==> src/verilog/xbus_regs.svh <==
// Timing counts and reset levels of the external bus pins.
// Included by design files only.
`ifndef XBUS_REGS_SVH
`define XBUS_REGS_SVH
`define XBUS_ADDR_CYC 2'h1
`define XBUS_DATA_CYC 2'h2
`define XBUS_PIN_IDLE 1'h1
`endif

==> src/verilog/xbus_pkg.sv <==
// Types for the external bus pin sequencer.
// Assumes a single synchronous clock domain.
package xbus_pkg;
  typedef enum logic [1:0] {
    XBUS_SP_NORMAL,
    XBUS_SP_MUXIO,
    XBUS_SP_DRAM
  } xbus_space_t;
  typedef enum logic [1:0] {
    XBUS_SZ_BYTE8,
    XBUS_SZ_UPPER,
    XBUS_SZ_LOWER,
    XBUS_SZ_WORD
  } xbus_size_t;
  typedef enum logic [2:0] {
    XBUS_IDLE,
    XBUS_ADDR,
    XBUS_ROW,
    XBUS_COL,
    XBUS_DATA
  } xbus_state_t;
endpackage

==> src/verilog/xbus_lane_drv.sv <==
// Data lane driver for one byte lane: address phase then data phase.
// Assumes enables are decoded by the sequencer.
`timescale 1ns/10ps
module xbus_lane_drv (
  input  wire logic       sys_clk,
  input  wire logic       rst_n,
  input  wire logic       clk_en,
  input  wire logic       drive_addr,
  input  wire logic       drive_data,
  input  wire logic [7:0] addr_byte,
  input  wire logic [7:0] data_byte,
  output logic      [7:0] lane_out,
  output logic            lane_oe
);
  // Registered so the pin follows one flip-flop
  always_ff @(posedge sys_clk or negedge rst_n) begin
    if (!rst_n) begin
      lane_out <= 8'h00;
      lane_oe  <= 1'b0;
    end else if (clk_en) begin
      lane_oe  <= drive_addr | drive_data;
      lane_out <= drive_addr ? addr_byte : (drive_data ? data_byte : 8'h00);
    end
  end
endmodule

==> src/verilog/xbus_pins.sv <==
// External bus pin sequencer for multiplexed I/O and DRAM spaces.
// Assumes a request pulse is given only while busy is low.
`timescale 1ns/10ps
`include "xbus_regs.svh"
// Contract
// - Pulse address hold high in each muxed I/O address phase.
// - Muxed: upper lane off in 8-bit; else address, then data if sized and writing.
// - Row strobe goes low on every DRAM access, any width or size.
// - Upper column strobe for upper/word; lower for 8-bit, lower, word.
// - Row strobe also held low in row-held mode and during refresh.
// - Both column strobes held low during refresh.
module xbus_pins
  import xbus_pkg::*;
(
  input  wire logic                  sys_clk,
  input  wire logic                  arst_n,
  input  wire logic                  clk_en,
  input  wire logic                  req,
  input  wire xbus_pkg::xbus_space_t space,
  input  wire xbus_pkg::xbus_size_t  size,
  input  wire logic                  write,
  input  wire logic [15:0]           addr_lo,
  input  wire logic [15:0]           wdata,
  input  wire logic                  ras_down_mode,
  input  wire logic                  refresh,
  output logic                       busy,
  output logic                       io_space_select_n,
  output logic                       row_strobe_n,
  output logic                       upper_column_strobe_n,
  output logic                       lower_column_strobe_n,
  output logic                       dram_write_direction,
  output logic                       address_hold_strobe,
  output logic [7:0]                 data_hi_out,
  output logic                       data_hi_oe,
  output logic [7:0]                 data_lo_out,
  output logic                       data_lo_oe
);
  import xbus_pkg::*;

  // ****************************************
  // Reset release
  // ****************************************
  logic rst_meta;
  logic rst_n;
  always_ff @(posedge sys_clk or negedge arst_n) begin
    if (!arst_n) begin
      rst_meta <= 1'b0;
      rst_n    <= 1'b0;
    end else begin
      rst_meta <= 1'b1;
      rst_n    <= rst_meta;
    end
  end

  // ****************************************
  // Sequencer
  // ****************************************
  xbus_state_t state;
  xbus_space_t cur_space;
  xbus_size_t  cur_size;
  logic        cur_write;
  logic [15:0] cur_addr;
  logic [15:0] cur_data;
  logic [1:0]  cnt;

  function automatic logic upper_used(input xbus_size_t s);
    upper_used = (s == XBUS_SZ_UPPER) || (s == XBUS_SZ_WORD);
  endfunction
  function automatic logic lower_used(input xbus_size_t s);
    lower_used = (s != XBUS_SZ_UPPER);
  endfunction

  always_ff @(posedge sys_clk or negedge rst_n) begin
    if (!rst_n) begin
      state     <= XBUS_IDLE;
      cnt       <= 2'h0;
      cur_space <= XBUS_SP_NORMAL;
      cur_size  <= XBUS_SZ_BYTE8;
      cur_write <= 1'b0;
      cur_addr  <= 16'h0000;
      cur_data  <= 16'h0000;
    end else if (clk_en) begin
      unique case (state)
        XBUS_IDLE: begin
          if (req) begin
            cur_space <= space;
            cur_size  <= size;
            cur_write <= write;
            cur_addr  <= addr_lo;
            cur_data  <= wdata;
            if (space == XBUS_SP_MUXIO) begin
              state <= XBUS_ADDR;
              cnt   <= `XBUS_ADDR_CYC;
            end else if (space == XBUS_SP_DRAM) begin
              state <= XBUS_ROW;
              cnt   <= `XBUS_ADDR_CYC;
            end else begin
              state <= XBUS_DATA;
              cnt   <= `XBUS_DATA_CYC;
            end
          end
        end
        XBUS_ADDR: begin
          if (cnt == 2'h1) begin
            state <= XBUS_DATA;
            cnt   <= `XBUS_DATA_CYC;
          end else begin
            cnt <= cnt - 2'h1;
          end
        end
        XBUS_ROW: begin
          if (cnt == 2'h1) begin
            state <= XBUS_COL;
            cnt   <= `XBUS_DATA_CYC;
          end else begin
            cnt <= cnt - 2'h1;
          end
        end
        XBUS_COL, XBUS_DATA: begin
          if (cnt == 2'h1) begin
            state <= XBUS_IDLE;
            cnt   <= 2'h0;
          end else begin
            cnt <= cnt - 2'h1;
          end
        end
        // Unused codes fall back to idle rather than lock the pins
        default: begin
          state <= XBUS_IDLE;
          cnt   <= 2'h0;
        end
      endcase
    end
  end

  // ****************************************
  // Next pin levels
  // ****************************************
  xbus_state_t next_state;
  logic next_hold;
  logic next_ras_n;
  logic next_upcol_n;
  logic next_locol_n;
  logic in_dram;
  logic in_muxio;
  always_comb begin
    next_state = state;
    if (clk_en) begin
      unique case (state)
        XBUS_IDLE:
          next_state = !req ? XBUS_IDLE :
                       (space == XBUS_SP_MUXIO) ? XBUS_ADDR :
                       (space == XBUS_SP_DRAM) ? XBUS_ROW : XBUS_DATA;
        XBUS_ADDR: next_state = (cnt == 2'h1) ? XBUS_DATA : XBUS_ADDR;
        XBUS_ROW:  next_state = (cnt == 2'h1) ? XBUS_COL : XBUS_ROW;
        XBUS_COL, XBUS_DATA:
          next_state = (cnt == 2'h1) ? XBUS_IDLE : state;
        default: next_state = XBUS_IDLE;
      endcase
    end
    in_dram  = (next_state == XBUS_ROW) || (next_state == XBUS_COL);
    in_muxio = (next_state == XBUS_ADDR) ||
               ((next_state == XBUS_DATA) &&
                (((state == XBUS_IDLE) ? space : cur_space) == XBUS_SP_MUXIO));
    next_hold    = (next_state == XBUS_ADDR);
    next_ras_n   = !(in_dram || ras_down_mode ||
                     refresh);
    next_upcol_n = !((next_state == XBUS_COL) &&
                     upper_used(cur_size) ||
                     refresh);
    next_locol_n = !((next_state == XBUS_COL) &&
                     lower_used(cur_size) ||
                     refresh);
  end

  // ****************************************
  // Strobe outputs
  // ****************************************
  // Column decode uses the captured size, valid since it is latched on the request in IDLE
  always_ff @(posedge sys_clk or negedge rst_n) begin
    if (!rst_n) begin
      address_hold_strobe   <= 1'b0;
      row_strobe_n          <= `XBUS_PIN_IDLE;
      upper_column_strobe_n <= `XBUS_PIN_IDLE;
      lower_column_strobe_n <= `XBUS_PIN_IDLE;
      dram_write_direction  <= `XBUS_PIN_IDLE;
      io_space_select_n     <= `XBUS_PIN_IDLE;
      busy                  <= 1'b0;
    end else if (clk_en) begin
      address_hold_strobe   <= next_hold;
      row_strobe_n          <= next_ras_n;
      upper_column_strobe_n <= next_upcol_n;
      lower_column_strobe_n <= next_locol_n;
      // Write level only while a DRAM access runs
      dram_write_direction  <= !(in_dram &&
        ((state == XBUS_IDLE) ? write : cur_write));
      io_space_select_n     <= !in_muxio;
      busy                  <= (next_state != XBUS_IDLE);
    end
  end

  // ****************************************
  // Data lanes
  // ****************************************
  logic hi_addr;
  logic hi_data;
  logic lo_addr;
  logic lo_data;
  xbus_size_t lane_size;
  logic       lane_write;
  always_comb begin
    // Normal space enters data from idle, before the request is captured
    lane_size  = (state == XBUS_IDLE) ? size : cur_size;
    lane_write = (state == XBUS_IDLE) ? write : cur_write;
    // 8-bit space keeps the upper lane floating
    hi_addr = (next_state == XBUS_ADDR) &&
              (lane_size != XBUS_SZ_BYTE8);
    lo_addr = (next_state == XBUS_ADDR);
    hi_data = (next_state == XBUS_DATA || next_state == XBUS_COL) &&
              upper_used(lane_size) && lane_write;
    lo_data = (next_state == XBUS_DATA || next_state == XBUS_COL) &&
              lower_used(lane_size) && lane_write;
  end

  xbus_lane_drv u_hi (
    .sys_clk    (sys_clk),
    .rst_n      (rst_n),
    .clk_en     (clk_en),
    .drive_addr (hi_addr),
    .drive_data (hi_data),
    .addr_byte  ((state == XBUS_IDLE) ? addr_lo[15:8] : cur_addr[15:8]),
    .data_byte  ((state == XBUS_IDLE) ? wdata[15:8] : cur_data[15:8]),
    .lane_out   (data_hi_out),
    .lane_oe    (data_hi_oe)
  );
  xbus_lane_drv u_lo (
    .sys_clk    (sys_clk),
    .rst_n      (rst_n),
    .clk_en     (clk_en),
    .drive_addr (lo_addr),
    .drive_data (lo_data),
    .addr_byte  ((state == XBUS_IDLE) ? addr_lo[7:0] : cur_addr[7:0]),
    .data_byte  ((state == XBUS_IDLE) ? wdata[7:0] : cur_data[7:0]),
    .lane_out   (data_lo_out),
    .lane_oe    (data_lo_oe)
  );
endmodule

==> config.mk <==
export PLATFORM = sky130hd
export DESIGN_NAME = xbus_pins
export DESIGN_NICKNAME = d
export VERILOG_FILES = /design/src/verilog/xbus_pkg.sv /design/src/verilog/xbus_lane_drv.sv /design/src/verilog/xbus_pins.sv
export VERILOG_INCLUDE_DIRS = /design/src /design/src/verilog
export SDC_FILE = /design/constraint.sdc
export NUM_CORES = 1
export LEC_CHECK = 0
export ABC_AREA = 1
export BUFFER_PORTS_ARGS = -buffer_cell sky130_fd_sc_hd__buf_2
export CELL_PAD_IN_SITES_DETAIL_PLACEMENT = 0
export CELL_PAD_IN_SITES_GLOBAL_PLACEMENT = 2
export CORE_MARGIN = 2
export CORE_UTILIZATION = 31
export DETAILED_ROUTE_END_ITERATION = 8
export GPL_TIMING_DRIVEN = 1
export PLACE_DENSITY_LB_ADDON = 0.15
export RECOVER_POWER = 50
export SLEW_MARGIN = 10
export SYNTH_ARGS = -nofsm -noshare
export SYNTH_HDL_FRONTEND = slang
export SYNTH_SLANG_ARGS = --single-unit
==> constraint.sdc <==
create_clock -name sys_clk -period 2.7 [get_ports sys_clk]
set_input_delay 0.81 -clock sys_clk [delete_from_list [all_inputs] [get_ports sys_clk]]
set_output_delay 0.81 -clock sys_clk [all_outputs]
set_load 0.01 [all_outputs]
Yosys cells after proc, flatten, opt, wreduce, memory -nomap -nowiden
Index checks and enable logic that the tools add are counted.
- register bits after elaboration: 69
- bits of input ports: 43
- output and inout port bits: 25
- logic and storage cells: 104
- add/sub/neg operators: 1
- equal/unequal tests: 21
- mux-type cells: 29
- bitwise operators: 2
- reductions and logical operators: 31
- operator list (kind ; count):
    two-way mux 8 bit ; 8
    two-way mux 3 bit ; 9
    case mux 3 bit (4 select lines) ; 2
    two-way mux 2 bit ; 7
    equality test 3 x 2 -> 1 bit (second input constant) ; 4
    equality test 2 x 1 -> 1 bit (second input constant) ; 5
    logical AND 1 bit ; 9
    logical OR 1 bit ; 9
    equality test 2 bit (second input constant) ; 3
    equality test 3 x 1 -> 1 bit (second input constant) ; 2
    equality test 3 bit (second input constant) ; 2
    != test 2 bit (second input constant) ; 3
    case mux 2 bit (3 select lines) ; 1
    logical NOT 1 bit ; 5
    != test 2 x 1 -> 1 bit (second input constant) ; 2
    AND reduction 4 bit ; 1
    OR reduction 2 bit ; 2
    logical NOT 3 bit ; 1
    AND reduction 3 bit ; 1
    nonzero test 3 bit ; 1
    two-way mux 1 bit ; 2
    OR 1 bit ; 2
    AND reduction 2 bit ; 1
    nonzero test 2 bit ; 1
    subtractor 2 x 1 -> 2 bit (second input constant) ; 1

Longest topological paths before layout
- depth in word-level cells: 12
- depth in mapped cells: 14
- depth with buffers taken out: 14

Modules after synthesis
Synthesis repeated with hierarchy kept, for this count alone.
- cells, all modules: 500
- area total of the unflattened synthesis: 3823.7 µm²
- modules (own cells, without submodules) (module ; times used ; cells an instance ; area an instance (µm²) ; seq. area each (µm²)):
    xbus_pins ; 1 ; 354 ; 2815.2 ; 1282.5
    xbus_lane_drv ; 2 ; 73 ; 504.2 ; 225.2

Worst setup path after synthesis
No wires, ideal clock.
- path kind: input-to-reg
- start point: in space[0]
- end point: reg u_lo.lane_out[6]
- library setup time: 0.066 ns
- arrival: 2.088 ns
- required time: 2.634 ns
- path slack: 0.546 ns
- stages: 14
- path buffers: 1
- path through: inv_1 > ha_1 > nand2_1 > inv_1 > nand3_1 > nand3_1 > nand2_1 > nand2_2 > nor2_4 > buf_6 > nand2_1 > o21ai_0 > nand3_1 > nand2_1
- word-level cells in the longest chain between the ends: 12
- elaborated cells between the ends (all ways): 15
- classes of those cells: 5 x eq/ne; 7 x mux; 3 x reduce/logical
- ends and longest elaborated chain (what ; line ; source):
    from (decl) ; xbus_pins.sv:19 ; input wire xbus_pkg::xbus_space_t space,
    equality test 2 bit ; xbus_pins.sv:153 ; (space == XBUS_SP_DRAM) ? XBUS_ROW : XBUS_DATA;
    two-way mux 3 bit ; xbus_pins.sv:153 ;
    two-way mux 3 bit (*) ; - ;
    two-way mux 3 bit (*) ; xbus_pins.sv:151 ; next_state = !req ? XBUS_IDLE :
    case mux 3 bit (4 select lines) (*) ; xbus_pins.sv:149 ; unique case (state)
    two-way mux 3 bit (*) ; xbus_pins.sv:148 ; if (clk_en) begin
    equality test 3 bit / equality test 3 x 2 -> 1 bit (equally long branches) ; xbus_pins.sv:221 ; lo_data = (next_state == XBUS_DATA || next_state == XBUS_COL) &&
    logical OR 1 bit ; xbus_pins.sv:221 ;
    logical AND 1 bit ; xbus_pins.sv:221 ;
    logical AND 1 bit ; xbus_pins.sv:222 ; lower_used(lane_size) && lane_write;
    two-way mux 8 bit ; xbus_lane_drv.sv:22 ; lane_out <= drive_addr ? addr_byte : (drive_data ? data_byte : 8'h00);
    two-way mux 8 bit (*) ; xbus_lane_drv.sv:22 ;
    to (signal assigned) ; xbus_lane_drv.sv:22 ;
    to (decl) ; xbus_lane_drv.sv:12 ; output logic [7:0] lane_out,
Every way passes the cells marked *; elsewhere a longest branch is shown, timed or not.
A chain may end at the register's enable or synchronous reset.

Worst setup path in the final report
- start point: reg state[0]
- end point: reg u_lo.lane_out[4]
- word-level cells in the longest chain between the ends: 10
- elaborated cells between the ends (all ways): 22
- classes of those cells: 8 x eq/ne; 9 x mux; 5 x reduce/logical
- ends and longest elaborated chain (what ; line ; source):
    from (decl) ; xbus_pins.sv:58 ; xbus_state_t state;
    from (signal assigned) ; xbus_pins.sv:75 ; state <= XBUS_IDLE;
    from (signal assigned) ; xbus_pins.sv:92 ; state <= XBUS_ADDR;
    from (signal assigned) ; xbus_pins.sv:95 ; state <= XBUS_ROW;
    equality test 3 x 2 -> 1 bit / equality test 3 bit (equally long branches) ; xbus_pins.sv:149 ;
    OR reduction 2 bit ; xbus_pins.sv:149 ;
    case mux 3 bit (4 select lines) ; xbus_pins.sv:149 ;
    two-way mux 3 bit ; xbus_pins.sv:148 ;
    equality test 3 bit / equality test 3 x 2 -> 1 bit (equally long branches) ; xbus_pins.sv:221 ;
    logical OR 1 bit ; xbus_pins.sv:221 ;
    logical AND 1 bit ; xbus_pins.sv:221 ;
    logical AND 1 bit ; xbus_pins.sv:222 ;
    two-way mux 8 bit ; xbus_lane_drv.sv:22 ;
    two-way mux 8 bit (*) ; xbus_lane_drv.sv:22 ;
Marked as above.

==> impl_metrics.tcl <==
set metrics [dict create \
    cp-endpoint "u_lo.lane_out[4]" \
    fin_util_pct 38.4 \
    grt_pass1_wl_mm 16.4 \
    clk_latency_ps 330 \
    die_h_um 112 \
    rsz0062_at_grt "false" \
    antenna_found_initial 0 \
    cp_cell_sequence "nor2_4 > nand2_4 > inv_2 > o21ai_0 > a31oi_1 > nand3_1 > nand2_2 > nand3_1 > nand2_1" \
    syn_to_final_growth_pct 20.6 \
    synth_warnings 0 \
    slew_headroom_pct 23.6 \
    min_path_type "in -> async" \
    firstDrtPassIters 4 \
    final_cell_mix "166 x nand2_1, 82 x o21ai_0, 64 x dfrtp_1, 56 x buf_2, 49 x inv_1" \
    clock_path_buffers 2 \
    criticalPathCategory "reg -> reg" \
    drv_cap 0 \
    ant_nets 0 \
    avgRoutedWirePerCell_um 13.6 \
    final_common_cell "nand2_1" \
    h-tree-depth 3 \
    hpwl_mm 6.95 \
    drive_above_1_share_pct 18.6 \
    synth_area_leaders "dfrtp_1 44%, nand2_1 17%, o21ai_0 11%" \
    grt_util_met3_pct 4.43 \
    total_power_mw 4.87 \
    regArea_um2 1730 \
    initialDrtViolationCount 114 \
    worstMarginPinSlew_ps 1150 \
    start_kind "flip-flop" \
    core_area_um2 11400 \
    totalWireLength_mm 9.52 \
    worstReg2RegEnd "u_lo.lane_out[4]" \
    synth.cell_area_um2 3630 \
    fmax_mhz 438 \
    required_ps 2970 \
    min_period_ps 2280 \
    grt_max_degree 53 \
    ys_ff_latch 69 \
    met1_usage_pct 22.3 \
    chipWidth_um 112 \
    p_per_area_nw_per_um2 1110 \
    cp_slowest_stage_delay_ps 480 \
    gp_congestion 0.792 \
    critPathMaxFanout 24 \
    crit_path_start "state[0]" \
    finalSetupTns_ps 0 \
    cts_made_buffers 9 \
    synth_fp_nets 532 \
    p_leak_nw 2.31 \
    path_common_cell "nand3_1" \
    peakVddDrop_mv 0.356 \
    fillers 1255 \
    yosysTopAreaCell "dfrtp_1" \
    clk_pin_slew_worst_paths_ps 60 \
    grt.overflow.total 0 \
    vias_per_cell 4.61 \
    yosysTopAreaCellShare_pct 44.1 \
    num_vias 3218 \
    cp.arrival_ps 2550 \
    antenna_cells 0 \
    layout.nets 598 \
    clock_skew_ps 6.01 \
    grt_pass1_vias 3232 \
    setup_viol 0 \
    status "completed" \
    final.period_utilization_pct 84.5 \
    multi_input_area_um2 1600 \
    drc 0 \
    grt_busiest_layer "met2" \
    post_cts_buffers 0 \
    post_cts_resized 0 \
    cts_tree "done" \
    ctsHoldBuffers 0 \
    drv_slew 0 \
    dieArea_um2 12600 \
    initial_core_util_pct 31.8 \
    row_count 39 \
    hold_violations 0 \
    io_pins 68 \
    port_buffers 67 \
    globalRouteMet2Util_pct 25.8 \
    seq_area_frac_synth_pct 47.7 \
    grtUsageTotal_pct 16.4 \
    avgSynthCellArea_um2 7.50 \
    regToRegSetupSlack_ps 420 \
    root_buffer "clkbuf_16" \
    worstSetupEndpointType "flip-flop" \
    cp_slowest_cell "dfrtp_1" \
    postSynthCellCount 484 \
    rr_worst_depth 9 \
    r2r_start "state[0]" \
    synth_cell_type_count 32 \
    numClockSinks 69 \
]
through the flow:
stage / worst slack [ps] / cells / hold slack (ps) / instance area, µm²
finish: 418 / 698 / 255 / 4380
global route: 172 / 698 / 245 / 4380
CTS: 361 / 698 / 225 / 4400
detailed placement: 162 / 682 / 209 / 4140
global placement: 175 / 682 / 216 / 4140
floorplan: 546 / 484 / 331 / 3630
synthesized netlist by cell type, drive strengths merged:
master,instances
o21ai,86
inv,53
conb,1
buf,10
and3,1
dfstp,5
o311ai,1
o2111ai,1
ha,5
o22ai,1
a21oi,5
dfrtp,64
or2,1
nand2,172
nand4,3
nor2,16
o31ai,2
a21o,1
clkbuf,13
nand3,40
o211ai,1
a31oi,2
cell families (layout without fill, tap and decap cells):
| logic type | Yosys count | in the layout | share of synthesized area [%] |
|---|---|---|---|
| simple gates | 233 | 233 | 27.7 |
| compound gates | 100 | 100 | 14.4 |
| buf+inv | 76 | 147 | 8.41 |
| flops | 69 | 69 | 47.7 |
| fa+ha+maj | 5 | 5 | 1.72 |
| other cells | 1 | 1 | 0.103 |
cell type report:
cell class	count	area share, %
clock buffer	11	5.31
clock inverter	5	0.629
inverter	53	4.54
multi-input combinational	339	36.5
sequential	69	39.6
tap	143	4.09
timing repair buffer	78	9.37
sequential cells by signal (all words and copies together), names as in the netlist:
| name | cells |
|---|---|
| io_space_select_n | 1 |
| cur_write | 1 |
| state | 3 |
| cur_space | 2 |
| u_lo.lane_out | 8 |
| upper_column_strobe_n | 1 |
| rst_meta | 1 |
| busy | 1 |
| cur_addr | 16 |
| u_hi.lane_out | 8 |
| rst_n | 1 |
| cur_data | 16 |
| address_hold_strobe | 1 |
| u_lo.lane_oe | 1 |
| dram_write_direction | 1 |
| cur_size | 2 |
| lower_column_strobe_n | 1 |
| row_strobe_n | 1 |
| u_hi.lane_oe | 1 |
| cnt | 2 |
worst max-delay path: cells and delay by family, from the launching register on:
family / cells / cell delay, ps
compound gates: 2 / 470
buf+inv: 1 / 290
flops: 1 / 480
simple gates: 6 / 970
per-layer routing:
metal,part of all wire (%),up-vias
met1,50,1465
met3,4.9,10
met5,0,-
li1,-,1680
met4,1.3,0
met2,44,63
worst min-delay path by stage:
stage               slack [ps]     start           to
finish                     250    arst_n        rst_n
global route               250    arst_n        rst_n
CTS                        220     rst_n  cur_data[1]
detailed placement         210     rst_n  cur_data[1]
global placement           220     rst_n  cur_data[1]
floorplan                  330  rst_meta        rst_n
report_power, final:
| group | internal, mW | switching (mW) |
|---|---|---|
| clock network | 0.615 | 0.437 |
| registers | 1.48 | 0.258 |
| logic | 0.705 | 1.38 |
Note: power is estimated with default switching activity, not from simulation.
